==> src/hdl/psr_pkg.sv <==
`default_nettype none
package psr_pkg;
  localparam int CLK_HZ     = 40_000_000;
  localparam int BAUD_9600  = 9600;
  localparam int BAUD_19200 = 19200;
  localparam int BAUD_38400 = 38400;
  localparam int BAUD_57600 = 57600;
  // Cycles per bit at the slowest rate, rounded to nearest (4167)
  localparam logic [15:0] DIV_9600 = 16'((CLK_HZ + BAUD_9600 / 2) / BAUD_9600);
  localparam logic [15:0] MUL_19200 = 16'(BAUD_19200 / BAUD_9600);
  localparam logic [15:0] MUL_38400 = 16'(BAUD_38400 / BAUD_9600);
  localparam logic [15:0] MUL_57600 = 16'(BAUD_57600 / BAUD_9600);

  localparam int DATA_BITS = 8;
  localparam int FIFO_WIDTH = 8;
  localparam int FIFO_DEPTH = 16;
  localparam logic [4:0] NEAR_FULL_LEVEL = 5'h0C;

  typedef enum logic [1:0] {
    RATE_9600  = 2'b00,
    RATE_19200 = 2'b01,
    RATE_38400 = 2'b10,
    RATE_57600 = 2'b11
  } psr_rate_e;

  typedef enum logic [1:0] {
    PAR_NONE = 2'b00,
    PAR_EVEN = 2'b01,
    PAR_ODD  = 2'b10
  } psr_parity_e;

  typedef enum logic [2:0] {
    SER_IDLE  = 3'b000,
    SER_START = 3'b001,
    SER_DATA  = 3'b010,
    SER_PAR   = 3'b011,
    SER_STOP  = 3'b100
  } psr_ser_e;

  localparam logic [7:0] CH_STX  = 8'h02;
  localparam logic [7:0] CH_ETX  = 8'h03;
  localparam logic [7:0] CH_ACK  = 8'h06;
  localparam logic [7:0] CH_NAK  = 8'h15;
  localparam logic [7:0] CH_XON  = 8'h11;
  localparam logic [7:0] CH_XOFF = 8'h13;

  localparam logic [11:0] REG_CTRL   = 12'h000;
  localparam logic [11:0] REG_STAT   = 12'h004;
  localparam logic [11:0] REG_TXDATA = 12'h008;
  localparam logic [11:0] REG_RXDATA = 12'h00C;
  localparam logic [6:0]  CTRL_RESET = 7'h00;

  localparam int CTRL_RATE_LSB = 0;
  localparam int CTRL_PAR_LSB  = 2;
  localparam int CTRL_ONLINE   = 4;
  localparam int CTRL_XONOFF   = 5;
  localparam int CTRL_FAULT    = 6;

  localparam int STAT_EMPTY   = 0;
  localparam int STAT_FULL    = 1;
  localparam int STAT_NEAR    = 2;
  localparam int STAT_TXBUSY  = 3;
  localparam int STAT_RXBUSY  = 4;
  localparam int STAT_STK_LSB = 5;
  localparam int STAT_COUNT   = 16;
  localparam logic [6:0] STICKY_RESET = 7'h00;

  function automatic logic [15:0] psr_div(input logic [1:0] rate, input logic [15:0] base);
    case (rate)
      RATE_19200: psr_div = base / MUL_19200;
      RATE_38400: psr_div = base / MUL_38400;
      RATE_57600: psr_div = base / MUL_57600;
      default:    psr_div = base;
    endcase
  endfunction : psr_div

  function automatic logic psr_par_bit(input logic [1:0] mode, input logic [7:0] d);
    psr_par_bit = (mode == PAR_ODD) ? ~(^d) : (^d);
  endfunction : psr_par_bit
endpackage : psr_pkg
`default_nettype wire

==> src/hdl/psr_link_if.sv <==
`default_nettype none
interface psr_link_if;
  logic rd;
  logic td;
  logic cts;
  logic dtr;
  logic rts;
  modport printer (input rd, input cts, output td, output dtr, output rts);
  modport host (output rd, output cts, input td, input dtr, input rts);
endinterface : psr_link_if
`default_nettype wire

==> src/hdl/psr_printer_end.sv <==
`default_nettype none
module psr_fifo
  import psr_pkg::*;
#(
  parameter int WIDTH = FIFO_WIDTH,
  parameter int DEPTH = FIFO_DEPTH
) (
  input  wire logic                     pclk,
  input  wire logic                     presetn,
  input  wire logic                     in_valid,
  output logic                          in_ready,
  input  wire logic [WIDTH-1:0]         in_data,
  output logic                          out_valid,
  input  wire logic                     out_ready,
  output logic [WIDTH-1:0]              out_data,
  output logic [$clog2(DEPTH):0]        count
);
  localparam int AW = $clog2(DEPTH);
  logic [WIDTH-1:0] mem [DEPTH];
  logic [AW:0]      wr_ptr_reg;
  logic [AW:0]      rd_ptr_reg;
  wire              push = in_valid & in_ready;
  wire              pop  = out_valid & out_ready;

  assign count     = wr_ptr_reg - rd_ptr_reg;
  assign in_ready  = (count != (AW + 1)'(DEPTH));
  assign out_valid = (count != '0);
  assign out_data  = mem[rd_ptr_reg[AW-1:0]];

  always_ff @(posedge pclk)
  begin
    if (push)
      mem[wr_ptr_reg[AW-1:0]] <= in_data;
  end

  always_ff @(posedge pclk or negedge presetn)
  begin
    if (!presetn)
    begin
      wr_ptr_reg <= '0;
      rd_ptr_reg <= '0;
    end
    else
    begin
      wr_ptr_reg <= wr_ptr_reg + (AW + 1)'(push);
      rd_ptr_reg <= rd_ptr_reg + (AW + 1)'(pop);
    end
  end
endmodule : psr_fifo

module psr_uart_tx
  import psr_pkg::*;
(
  input  wire logic        pclk,
  input  wire logic        presetn,
  input  wire logic        start,
  input  wire logic [7:0]  data,
  input  wire logic [1:0]  parity,
  input  wire logic [15:0] div,
  output logic             line_reg,
  output logic             busy
);
  psr_ser_e    state_reg;
  logic [15:0] cnt_reg;
  logic [2:0]  idx_reg;
  logic [7:0]  sh_reg;
  wire         tick = (cnt_reg == 16'h0000);

  assign busy = (state_reg != SER_IDLE);

  always_ff @(posedge pclk or negedge presetn)
  begin
    if (!presetn)
    begin
      state_reg <= SER_IDLE;
      cnt_reg   <= 16'h0000;
      idx_reg   <= 3'h0;
      sh_reg    <= 8'h00;
      line_reg  <= 1'b1;
    end
    else
    begin
      cnt_reg <= tick ? div - 16'h0001 : cnt_reg - 16'h0001;
      case (state_reg)
        SER_IDLE:
        begin
          cnt_reg <= div - 16'h0001;
          if (start)
          begin
            sh_reg    <= data;
            line_reg  <= 1'b0;
            idx_reg   <= 3'h0;
            state_reg <= SER_START;
          end
        end
        SER_START:
          if (tick)
          begin
            line_reg  <= sh_reg[0];
            state_reg <= SER_DATA;
          end
        SER_DATA:
          if (tick)
          begin
            idx_reg <= idx_reg + 3'h1;
            if (idx_reg == 3'(DATA_BITS - 1))
            begin
              if (parity != PAR_NONE)
              begin
                line_reg  <= psr_par_bit(parity, sh_reg);
                state_reg <= SER_PAR;
              end
              else
              begin
                line_reg  <= 1'b1;
                state_reg <= SER_STOP;
              end
            end
            else
              line_reg <= sh_reg[idx_reg + 3'h1];
          end
        SER_PAR:
          if (tick)
          begin
            line_reg  <= 1'b1;
            state_reg <= SER_STOP;
          end
        SER_STOP:
          if (tick)
            state_reg <= SER_IDLE;
        default: state_reg <= SER_IDLE;
      endcase
    end
  end
endmodule : psr_uart_tx

module psr_uart_rx
  import psr_pkg::*;
(
  input  wire logic        pclk,
  input  wire logic        presetn,
  input  wire logic        line,
  input  wire logic        enable,
  input  wire logic [1:0]  parity,
  input  wire logic [15:0] div,
  output logic [7:0]       data_reg,
  output logic             valid_reg,
  output logic             perr_reg,
  output logic             ferr_reg,
  output logic             busy
);
  psr_ser_e    state_reg;
  logic [15:0] cnt_reg;
  logic [2:0]  idx_reg;
  logic [7:0]  sh_reg;
  logic        pbad_reg;
  logic        s1_reg;
  logic        s2_reg;
  logic        s3_reg;
  logic        lvl_reg;
  wire         tick = (cnt_reg == 16'h0000);

  assign busy = (state_reg != SER_IDLE);

  always_ff @(posedge pclk or negedge presetn)
  begin
    if (!presetn)
    begin
      s1_reg    <= 1'b1;
      s2_reg    <= 1'b1;
      s3_reg    <= 1'b1;
      lvl_reg   <= 1'b1;
      state_reg <= SER_IDLE;
      cnt_reg   <= 16'h0000;
      idx_reg   <= 3'h0;
      sh_reg    <= 8'h00;
      pbad_reg  <= 1'b0;
      data_reg  <= 8'h00;
      valid_reg <= 1'b0;
      perr_reg  <= 1'b0;
      ferr_reg  <= 1'b0;
    end
    else
    begin
      s1_reg    <= line;
      s2_reg    <= s1_reg;
      s3_reg    <= s2_reg;
      if (s2_reg == s3_reg)
        lvl_reg <= s3_reg;
      valid_reg <= 1'b0;
      cnt_reg   <= tick ? div - 16'h0001 : cnt_reg - 16'h0001;
      case (state_reg)
        SER_IDLE:
        begin
          // Sample mid-bit: first wait is half a bit
          cnt_reg  <= {1'b0, div[15:1]};
          pbad_reg <= 1'b0;
          idx_reg  <= 3'h0;
          if (enable && !lvl_reg)
            state_reg <= SER_START;
        end
        SER_START:
          if (tick)
            state_reg <= lvl_reg ? SER_IDLE : SER_DATA;
        SER_DATA:
          if (tick)
          begin
            sh_reg  <= {lvl_reg, sh_reg[7:1]};
            idx_reg <= idx_reg + 3'h1;
            if (idx_reg == 3'(DATA_BITS - 1))
              state_reg <= (parity != PAR_NONE) ? SER_PAR : SER_STOP;
          end
        SER_PAR:
          if (tick)
          begin
            pbad_reg  <= (lvl_reg != psr_par_bit(parity, sh_reg));
            state_reg <= SER_STOP;
          end
        SER_STOP:
          if (tick)
          begin
            data_reg  <= sh_reg;
            valid_reg <= 1'b1;
            perr_reg  <= pbad_reg;
            ferr_reg  <= ~lvl_reg;
            state_reg <= SER_IDLE;
          end
        default: state_reg <= SER_IDLE;
      endcase
    end
  end
endmodule : psr_uart_rx

module psr_printer_end
  import psr_pkg::*;
#(
  parameter logic [15:0] BIT_DIV_9600 = DIV_9600
) (
  input  wire logic        pclk,
  input  wire logic        presetn,
  input  wire logic        psel,
  input  wire logic        penable,
  input  wire logic        pwrite,
  input  wire logic [11:0] paddr,
  input  wire logic [31:0] pwdata,
  output logic [31:0]      prdata,
  output logic             pready,
  output logic             pslverr,
  psr_link_if.printer      link
);
  logic [6:0]  ctrl_reg;
  logic [6:0]  sticky_reg;
  logic [6:0]  sticky_next;
  logic [7:0]  hold_reg;
  logic        hold_pend_reg;
  logic        xoff_sent_reg;
  logic        start_reg;
  logic [7:0]  start_data_reg;
  logic        dtr_reg;
  logic        rts_reg;
  logic        c1_reg;
  logic        c2_reg;
  logic        c3_reg;
  logic        cts_lvl_reg;

  wire  [1:0]  rate    = ctrl_reg[CTRL_RATE_LSB +: 2];
  wire  [1:0]  parity  = ctrl_reg[CTRL_PAR_LSB +: 2];
  wire         online  = ctrl_reg[CTRL_ONLINE] & ~ctrl_reg[CTRL_FAULT];
  wire  [15:0] div     = psr_div(rate, BIT_DIV_9600);
  wire         tx_busy;
  wire         rx_busy;
  wire  [7:0]  rx_data;
  wire         rx_valid;
  wire         rx_perr;
  wire         rx_ferr;
  wire         f_in_ready;
  wire         f_out_valid;
  wire  [7:0]  f_out_data;
  wire  [4:0]  f_count;
  wire         near_full = (f_count >= NEAR_FULL_LEVEL);
  wire         xonoff    = ctrl_reg[CTRL_XONOFF];

  wire         acc_done = psel & penable & pready;
  wire         wr_done  = acc_done & pwrite;
  wire         rd_done  = acc_done & ~pwrite;
  wire         hit_ctrl = (paddr == REG_CTRL);
  wire         hit_stat = (paddr == REG_STAT);
  wire         hit_tx   = (paddr == REG_TXDATA);
  wire         hit_rx   = (paddr == REG_RXDATA);
  wire         mapped   = hit_ctrl | hit_stat | hit_tx | hit_rx;
  wire         pop      = rd_done & hit_rx & f_out_valid;

  wire         rx_en    = cts_lvl_reg & ~tx_busy & ~start_reg & f_in_ready;
  wire         want_off = xonoff & near_full & ~xoff_sent_reg;
  wire         want_on  = xonoff & ~near_full & xoff_sent_reg;
  wire         can_tx   = ~tx_busy & ~rx_busy & ~start_reg;
  wire         go_flow  = can_tx & (want_off | want_on);
  wire         go_user  = can_tx & ~go_flow & hold_pend_reg;

  wire  [6:0]  sticky_set = {rx_valid & rx_ferr,
                             rx_valid & rx_perr,
                             rx_valid & rx_data[7],
                             rx_valid & (rx_data == CH_NAK),
                             rx_valid & (rx_data == CH_ACK),
                             rx_valid & (rx_data == CH_ETX),
                             rx_valid & (rx_data == CH_STX)};
  wire  [6:0]  sticky_clr = (wr_done & hit_stat) ? pwdata[STAT_STK_LSB +: 7] : 7'h00;
  wire  [31:0] stat_word  = {11'h000, f_count, 4'h0, sticky_reg, rx_busy,
                             tx_busy | hold_pend_reg | start_reg,
                             near_full, ~f_in_ready, ~f_out_valid};
  wire  [31:0] rd_word    = hit_ctrl ? {25'h0, ctrl_reg} :
                            hit_stat ? stat_word :
                            hit_rx   ? {24'h0, f_out_data} : 32'h0;

  // Set wins over a clear written in the same cycle
  assign sticky_next = (sticky_reg & ~sticky_clr) | sticky_set;

  psr_uart_tx u_tx (
    .pclk     (pclk),
    .presetn  (presetn),
    .start    (start_reg),
    .data     (start_data_reg),
    .parity   (parity),
    .div      (div),
    .line_reg (link.td),
    .busy     (tx_busy)
  );

  psr_uart_rx u_rx (
    .pclk      (pclk),
    .presetn   (presetn),
    .line      (link.rd),
    .enable    (rx_en),
    .parity    (parity),
    .div       (div),
    .data_reg  (rx_data),
    .valid_reg (rx_valid),
    .perr_reg  (rx_perr),
    .ferr_reg  (rx_ferr),
    .busy      (rx_busy)
  );

  psr_fifo #(.WIDTH(FIFO_WIDTH), .DEPTH(FIFO_DEPTH)) u_fifo (
    .pclk      (pclk),
    .presetn   (presetn),
    .in_valid  (rx_valid),
    .in_ready  (f_in_ready),
    .in_data   (rx_data),
    .out_valid (f_out_valid),
    .out_ready (pop),
    .out_data  (f_out_data),
    .count     (f_count)
  );

  assign link.dtr = dtr_reg;
  assign link.rts = rts_reg;

  always_ff @(posedge pclk or negedge presetn)
  begin
    if (!presetn)
    begin
      pready  <= 1'b0;
      pslverr <= 1'b0;
      prdata  <= 32'h0;
    end
    else
    begin
      // One wait state: pready comes in the second access cycle
      pready  <= psel & penable & ~pready;
      pslverr <= psel & penable & ~pready & ~mapped;
      if (psel && penable && !pready && !pwrite)
        prdata <= rd_word;
    end
  end

  always_ff @(posedge pclk or negedge presetn)
  begin
    if (!presetn)
    begin
      ctrl_reg       <= CTRL_RESET;
      sticky_reg     <= STICKY_RESET;
      hold_reg       <= 8'h00;
      hold_pend_reg  <= 1'b0;
      xoff_sent_reg  <= 1'b0;
      start_reg      <= 1'b0;
      start_data_reg <= 8'h00;
      dtr_reg        <= 1'b0;
      rts_reg        <= 1'b0;
      c1_reg         <= 1'b0;
      c2_reg         <= 1'b0;
      c3_reg         <= 1'b0;
      cts_lvl_reg    <= 1'b0;
    end
    else
    begin
      c1_reg     <= link.cts;
      c2_reg     <= c1_reg;
      c3_reg     <= c2_reg;
      if (c2_reg == c3_reg)
        cts_lvl_reg <= c3_reg;
      sticky_reg <= sticky_next;
      dtr_reg    <= online & ~near_full;
      rts_reg    <= ~ctrl_reg[CTRL_FAULT];
      start_reg  <= go_flow | go_user;
      if (wr_done && hit_ctrl)
        ctrl_reg <= pwdata[6:0];
      if (go_flow)
      begin
        start_data_reg <= want_off ? CH_XOFF : CH_XON;
        xoff_sent_reg  <= want_off;
      end
      else if (go_user)
      begin
        start_data_reg <= hold_reg;
        hold_pend_reg  <= 1'b0;
      end
      else if (wr_done && hit_tx && !hold_pend_reg)
      begin
        hold_reg      <= pwdata[7:0];
        hold_pend_reg <= 1'b1;
      end
      if (!xonoff)
        xoff_sent_reg <= 1'b0;
    end
  end
endmodule : psr_printer_end
`default_nettype wire

==> src/flat_wrapper.sv <==
// flat-port wrapper written by rule: the top's interface ports become plain ports
module psr_printer_end_flat import psr_pkg::*;
#(
  parameter logic [15:0] BIT_DIV_9600 = DIV_9600
)
  (pclk, presetn, psel, penable, pwrite, paddr, pwdata, prdata, pready, pslverr, link_rd, link_cts, link_td, link_dtr, link_rts);
  psr_link_if link_i ();
  input  wire logic pclk;
  input  wire logic presetn;
  input  wire logic psel;
  input  wire logic penable;
  input  wire logic pwrite;
  input  wire logic [11:0] paddr;
  input  wire logic [31:0] pwdata;
  output logic [31:0] prdata;
  output logic pready;
  output logic pslverr;
  input wire logic [$bits(link_i.rd)-1:0] link_rd;
  input wire logic [$bits(link_i.cts)-1:0] link_cts;
  output wire logic [$bits(link_i.td)-1:0] link_td;
  output wire logic [$bits(link_i.dtr)-1:0] link_dtr;
  output wire logic [$bits(link_i.rts)-1:0] link_rts;
  assign link_i.rd = link_rd;
  assign link_i.cts = link_cts;
  assign link_td = link_i.td;
  assign link_dtr = link_i.dtr;
  assign link_rts = link_i.rts;
  psr_printer_end #(.BIT_DIV_9600(BIT_DIV_9600)) u_core (.pclk(pclk), .presetn(presetn), .psel(psel), .penable(penable), .pwrite(pwrite), .paddr(paddr), .pwdata(pwdata), .prdata(prdata), .pready(pready), .pslverr(pslverr), .link(link_i));
endmodule
==> config.mk <==
export PLATFORM = sky130hd
export DESIGN_NAME = psr_printer_end_flat
export DESIGN_NICKNAME = d
export VERILOG_FILES = /design/src/hdl/psr_pkg.sv /design/src/hdl/psr_link_if.sv /design/src/hdl/psr_printer_end.sv /design/src/flat_wrapper.sv
export SDC_FILE = /design/constraint.sdc
export NUM_CORES = 1
export LEC_CHECK = 0
export BUFFER_PORTS_ARGS = -buffer_cell sky130_fd_sc_hd__clkbuf_2
export CORE_MARGIN = 2
export CORE_UTILIZATION = 29
export DETAILED_ROUTE_END_ITERATION = 8
export PLACE_DENSITY_LB_ADDON = 0.2
export REMOVE_ABC_BUFFERS = 1
export SYNTH_ARGS = -nofsm -noshare
export SYNTH_HDL_FRONTEND = slang
export SYNTH_HIERARCHICAL = 1
export SYNTH_SLANG_ARGS = --single-unit
==> constraint.sdc <==
create_clock -name pclk -period 3.35 [get_ports pclk]
set_clock_uncertainty 0.1 [all_clocks]
set_input_delay 0.67 -clock pclk [delete_from_list [all_inputs] [get_ports pclk]]
set_output_delay 0.67 -clock pclk [all_outputs]
set_load 0.02 [all_outputs]
* Word level (Yosys, flattened, before mapping) *
Memories as Yosys holds them, arrays and structs flattened.
Index checks and enable logic that the tools add are counted.

cells by class
  add/sub/neg operators = 8
  order comparisons = 2
  equality and inequality tests = 38
  multiplexer cells = 54
  bitwise operators = 58
  reductions and logical operators = 39

operators by type and width
  kind                                                count
  two-way mux 16 bit                                  4
  two-way mux 32 bit                                  2
  two-way mux 3 bit                                   16
  subtractor 16 x 1 -> 16 bit, second input constant  3
  one-hot mux 13 bit (3 select lines)                 1
  AND 1 bit                                           32
  logical NOT 16 bit                                  2
  one-hot mux 3 bit (5 select lines)                  2
  == test 12 x 4 -> 1 bit, second input constant      2
  two-way mux 8 bit                                   3
  != test 2 bit, second input constant                12
  two-way mux 1 bit                                   18
  == test 8 x 2 -> 1 bit, second input constant       2
  inverter 1 bit                                      16
  parity 8 bit                                        2
  == test 12 x 3 -> 1 bit, second input constant      1
  == test 3 x 2 -> 1 bit, second input constant       4
  == test 3 bit, second input constant                4
  logical NOT 12 bit                                  1
  one-hot mux 3 bit (2 select lines)                  2
  AND reduction 2 bit                                 6
  AND reduction 6 bit                                 2
  nonzero test 2 bit                                  6
  adder 5 x 1 -> 5 bit                                2
  30 further kinds                                    54

storage, ports and cells
  flip-flop bits (word level) = 160
  RAM bits = 128
  input bits = 51
  output and inout bits = 37
  logic and storage cells = 236
  memories kept = 1

memory list
  name               depth  width  read ports  clocked after Yosys merged registers in  wr ports  line                   source
  u_core.u_fifo.mem  16     8      1           0                                        1         psr_printer_end.sv:19  logic [WIDTH-1:0] mem [DEPTH];

* Longest topological paths before layout *
  depth in word-level cells = 12
  depth in mapped cells = 15
  depth with buffers taken out = 14

* Cells and area by module *
Netlist, hierarchy kept.

by module, submodules not included
  module           times used  cells each  area each (sq um)
  psr_fifo         1           296         5680.4
  psr_printer_end  1           233         2776.4
  psr_uart_rx      1           261         2610.0
  psr_uart_tx      1           208         2044.5

* Worst setup path after synthesis *
Ideal clock, no wire load.

  path type = register to register
  start point = reg u_core.u_fifo.wr_ptr_reg[1]
  end point = reg u_core.start_data_reg[1]
  setup time = 125 ps
  arrival time = 3093 ps
  required time = 3125 ps
  path slack = 32 ps
  cell stages (with the launch flop) = 12
  path through = dfrtp_1 -> clkbuf_1 -> inv_1 -> fa_1 -> nand2b_1 -> a21oi_1 -> xnor2_1 -> clkbuf_1 -> a21oi_1 -> xnor2_1 -> a21boi_1 -> mux2_2

on the way
  word-level cells in the longest chain between the ends = 11

RTL lines
  what                                            line                    source
  start: declaration                              psr_printer_end.sv:20   logic [AW:0] wr_ptr_reg;
  start signal: assignment                        psr_printer_end.sv:45   wr_ptr_reg <= wr_ptr_reg + (AW + 1)'(push);
  subtractor 5 bit (*)                            psr_printer_end.sv:25   assign count = wr_ptr_reg - rd_ptr_reg;
  named net u_core.f_count[4]                     psr_printer_end.sv:279  wire [4:0] f_count;
  greater-or-equal comparator 5 x 4 -> 1 bit (*)  psr_printer_end.sv:280  wire near_full = (f_count >= NEAR_FULL_LEVEL);
  inverter 1 bit                                  psr_printer_end.sv:295  wire want_on = xonoff & ~near_full & xoff_sent_reg;
  AND 1 bit (2 in a row)                          psr_printer_end.sv:295
  OR 1 bit                                        psr_printer_end.sv:297  wire go_flow = can_tx & (want_off | want_on);
  AND 1 bit                                       psr_printer_end.sv:297
  inverter 1 bit (no source line)                 n/a
  AND 1 bit (2 in a row)                          psr_printer_end.sv:298  wire go_user = can_tx & ~go_flow & hold_pend_reg;
  nonzero test 2 bit (no source line)             n/a
  end signal: assignment                          psr_printer_end.sv:409  start_data_reg <= want_off ? CH_XOFF : CH_XON;
  end signal: assignment                          psr_printer_end.sv:414  start_data_reg <= hold_reg;
  end: declaration                                psr_printer_end.sv:258  logic [7:0] start_data_reg;

The timed path passes the listed nets; every way through them passes the cells marked *.
A chain may end at the register's enable or synchronous reset.

* Final worst setup path *
  start point = reg u_core.u_fifo.wr_ptr_reg[0]
  end point = reg u_core.u_rx.state_reg[0]

on the way
  word-level cells in the longest chain between the ends = 6

RTL lines
  what                                  line                    source
  subtractor 5 bit                      psr_printer_end.sv:25
  named net u_core.f_count[4]           psr_printer_end.sv:279
  != test 5 bit                         psr_printer_end.sv:26   assign in_ready = (count != (AW + 1)'(DEPTH));
  named net u_core.f_in_ready           psr_printer_end.sv:276  wire f_in_ready;
  AND 1 bit                             psr_printer_end.sv:293  wire rx_en = cts_lvl_reg & ~tx_busy & ~start_reg & f_in_ready;
  named net u_core.rx_en                psr_printer_end.sv:293
  logical AND 1 bit                     psr_printer_end.sv:199  if (enable && !lvl_reg)
  != test 2 bit (no source line)        n/a
  AND reduction 6 bit (no source line)  n/a
  end signal: assignment                psr_printer_end.sv:204  state_reg <= lvl_reg ? SER_IDLE : SER_DATA;
  end signal: assignment                psr_printer_end.sv:211  state_reg <= (parity != PAR_NONE) ? SER_PAR : SER_STOP;
  end: declaration                      psr_printer_end.sv:152  psr_ser_e state_reg;

The timed path passes the listed nets, and every way through them passes these cells.

==> flow_summary.yaml <==
outcome:
  outcome: "complete, but fails checks"
  failed_checks: "negative hold slack"
route:
  drt.antenna.violating_nets: 0
  avgRoutedWirePerCell_um: 18.0
  finalWirelength_um: 31400
  vias: 8294
  drt-initial-drc-count: 575
  drtPass1Iterations: 4
  drcViolationCount: 0
  avgViaCountPerCell: 4.74
global_routing:
  largest_net_degree_at_the_start_of_global_routing: 59
  gr-usage-all-layers_pct: 13.6
  number_of_antenna_violations_at_the_first_check_in_global_routing: 1
  first_global_vias: 8394
  grt_first_pass_wirelength_um: 49800
  gr-total-overflow: 0
setup_path:
  worst_path_largest_cell_delay_ps: 420
  cp-start-kind: "flip-flop"
  arrival_time_reported_for_the_critical_path_endpoint_ps: 3410
  crit_end_element: "flip-flop"
  critical_path.cell_chain: "inv_1 -> ha_1 -> fa_1 -> nand2b_1 -> a21oi_1 -> xnor2_2 -> nand2_1 -> nand2_1 -> nor3_1 -> a31oi_1 -> o21ai_0 -> o31ai_1 -> mux2_2"
  r2r-start: "u_core/u_fifo/wr_ptr_reg[0]"
  critPathKind: "reg2reg"
  worst_path_most_repeated_cell: "nand2_1"
  r2r_end: "u_core/u_rx/state_reg[0]"
  worst_r2r_path_depth: 13
  critical_path.slowest_cell: "fa_1"
  worst-r2r-setup-slack_ps: 300
  worst-path-max-fanout: 7
  worst-endpoint-required_ps: 3700
clocking:
  ctsResizeCount: 0
  ctsLongestPathBuffers: 3
  clkTransAtPathRegs_ps: 60
  cts_setup_buffers: 0
  h-tree-depth: 1
  ctsRootBufferMaster: "clkbuf_16"
  clk-insertion-delay-late_ps: 570
  cts_tree: "done"
  cts-hold-fix-buffers: 0
  cts_sink_count: 273
  cts-buffers-inserted: 31
layout:
  reg_area_um2: 7480
  layout-area-overhead-vs-synth_pct: 18.2
  stdcell_count: 1750
  final.fill_count: 4363
  largest_reg_flops: 128
  antenna_cells_inserted: 0
  finish.utilization_pct: 34.9
  post-route-cell-area_um2: 15500
  multi_input_comb_area_um2: 5350
  design.final.nets: 1207
  proportion_of_layout_cells_with_a_drive_suffix_above_1_pct: 23.2
sta:
  finalHoldWorstSlack_ps: -3.45
  finalHoldViolCount: 7
  finalSetupTns_ps: 0
  max_clock_freq_ghz: 0.327
  finalCriticalPeriod_ps: 3050
  max_slew_margin_pct: 48.2
  report.final.slew_viol_count: 0
  fraction_of_the_cycle_the_final_worst_path_needs_pct: 91.2
  setup_viol: 0
  grt_setup_unrepaired: "false"
  tightestPinTransition_ps: 773
synthesis:
  post-synth-top-count-cell: "dfrtp_1"
  post_synth.cell_area_avg_um2: 13.1
  netlist.top_cell.by_area: "edfxtp_1"
  synth-async-reset-ratio_pct: 53.1
  leading_post_synthesis_cells_by_instance_count: "dfrtp_1, edfxtp_1, nor2_1"
  synthesis.instances: 998
  synth_edf_count: 128
  yosys.cell_types.count: 91
  synth_ff_type: "dfrtp_1"
  synthesis.area_um2: 13100
  synthesis_warning_total: 6
  synth_top_area_share_pct: 29.3
  ys_ff_latch: 273
  synth_area_leaders: "edfxtp_1, dfrtp_1, mux4_2"
  ys_seq_area_share_pct: 57.0
power:
  power_frac_comb_pct: 8.2
  ir_worst_vdd_uv: 397
  power_per_cell_area_nw_per_um2: 511
  netSwitchingPower_w: 0.00188
  p_int_w: 0.00604
  power_frac_clock_pct: 45.5
  pwr-share-seq_pct: 46.3
  cellLeakagePower_nw: 5.93
  switching_share_pct: 23.8
run:
  max_cap_viol_count: 0
floorplanning:
  die_h_um: 217
  dieWidth_um: 217
  rows: 77
  floorplan.die_area_um2: 46900
  coreArea_um2: 44400
  floorplan.io_pins: 88
  floorplan.initialDensity_pct: 29.5
min_path:
  holdCritPathClass: "in2async"
placed_design:
  place.gp.congestion: 0.779
  numPlacedInstances: 1692
  place_hpwl_um: 21100
  port-buffer-count: 52
  placed_area_um2: 14400
[layout by cell type, fill, tap and decap left out, types with 6 or more instances in the layout]
master and n:
or3_1 7, edfxtp_1 128, a22o_1 19, nor3_1 18
mux2_2 39, bufinv_16 6, xor2_1 22, a31oi_1 8
clkinv_2 8, nand3_1 31, o21ai_1 10, a2bb2oi_1 8
conb_1 48, nor2_1 65, a221o_1 6, dfrtp_1 139
mux4_2 20, clkbuf_16 31, a21oi_1 49, nand4_1 10
a211o_1 6, clkbuf_2 51, a21o_1 6, ha_1 22
nor2b_1 9, a22oi_1 20, nand2_1 57, buf_4 57
inv_1 31, mux4_1 14, nor4_1 13, o21ai_0 20
mux2_4 7, xnor2_1 36, o31ai_1 8, mux2i_1 12
[logic make-up after synthesis]
group	share of synthesized area, %
AO/OA/AOI/OAI	10.4
XOR/XNOR	4.07
adder cells (fa/ha/maj)	2.40
buffers and inverters	3.54
flip-flops	57.0
multiplexers	11.7
other	0.0286
AND/OR/NAND/NOR	10.9
[cell type report]
type                    count  area share [%]
repair buffers            110            4.61
well taps                 592            4.78
clock inverters            21            1.69
inverters                  33           0.799
flip-flops and latches    273            48.2
clock buffers              37            5.34
multi-input cells         684            34.5
[per-stage QoR]
step / total power (W) / worst slack [ps]
after detailed placement: 0.00439 / 283
after global placement: 0.00438 / 300
after CTS: 0.00804 / 271
after global routing: 0.00827 / 24.4
final: 0.00792 / 296
after floorplan: 0.00412 / -1080
[layer usage]
layer	vias to the layer above	wire length (um)	global-route usage (%)
met5	-	13	0
met1	4144	15100	19.4
met3	32	1260	2.09
met2	125	14500	21.8
met4	2	466	3.17
li1	3991	-	-
[worst max-delay path: cells and delay by family (launching register included)]
family | cells | cell delay, ps
AOI/OAI and AO/OA | 4 | 720
xor gates and xnor gates | 1 | 220
adders and majority gates | 2 | 640
buffers and inverters | 1 | 60
DFF | 1 | 340
muxes | 1 | 380
and+or+nand+nor | 4 | 500
[power by group through the flow]
stage,combinational (W),sequential [W],clock [W]
finish,0.000648,0.00367,0.00360
global route,0.000735,0.00368,0.00385
CTS,0.000659,0.00367,0.00371
detailed placement,0.000654,0.00373,0
global placement,0.000642,0.00374,0
floorplan,0.000395,0.00372,0
[how the worst max path moves through the flow]
stage	start	end	slack, ps
6_report	u_core/u_fifo/wr_ptr_reg[0]	u_core/u_rx/state_reg[0]	300
3_5_place_dp	u_core/u_fifo/wr_ptr_reg[0]	u_core/hold_reg[5]	280
4_1_cts	u_core/u_fifo/wr_ptr_reg[0]	u_core/hold_reg[3]	270
3_3_place_gp	u_core/u_fifo/wr_ptr_reg[0]	u_core/hold_reg[6]	300
2_1_floorplan	u_core/u_fifo/rd_ptr_reg[0]	u_core/start_data_reg[1]	-1080
5_1_grt	u_core/u_fifo/wr_ptr_reg[0]	u_core/u_rx/state_reg[0]	20
Note: power is estimated with default switching activity, not from simulation.
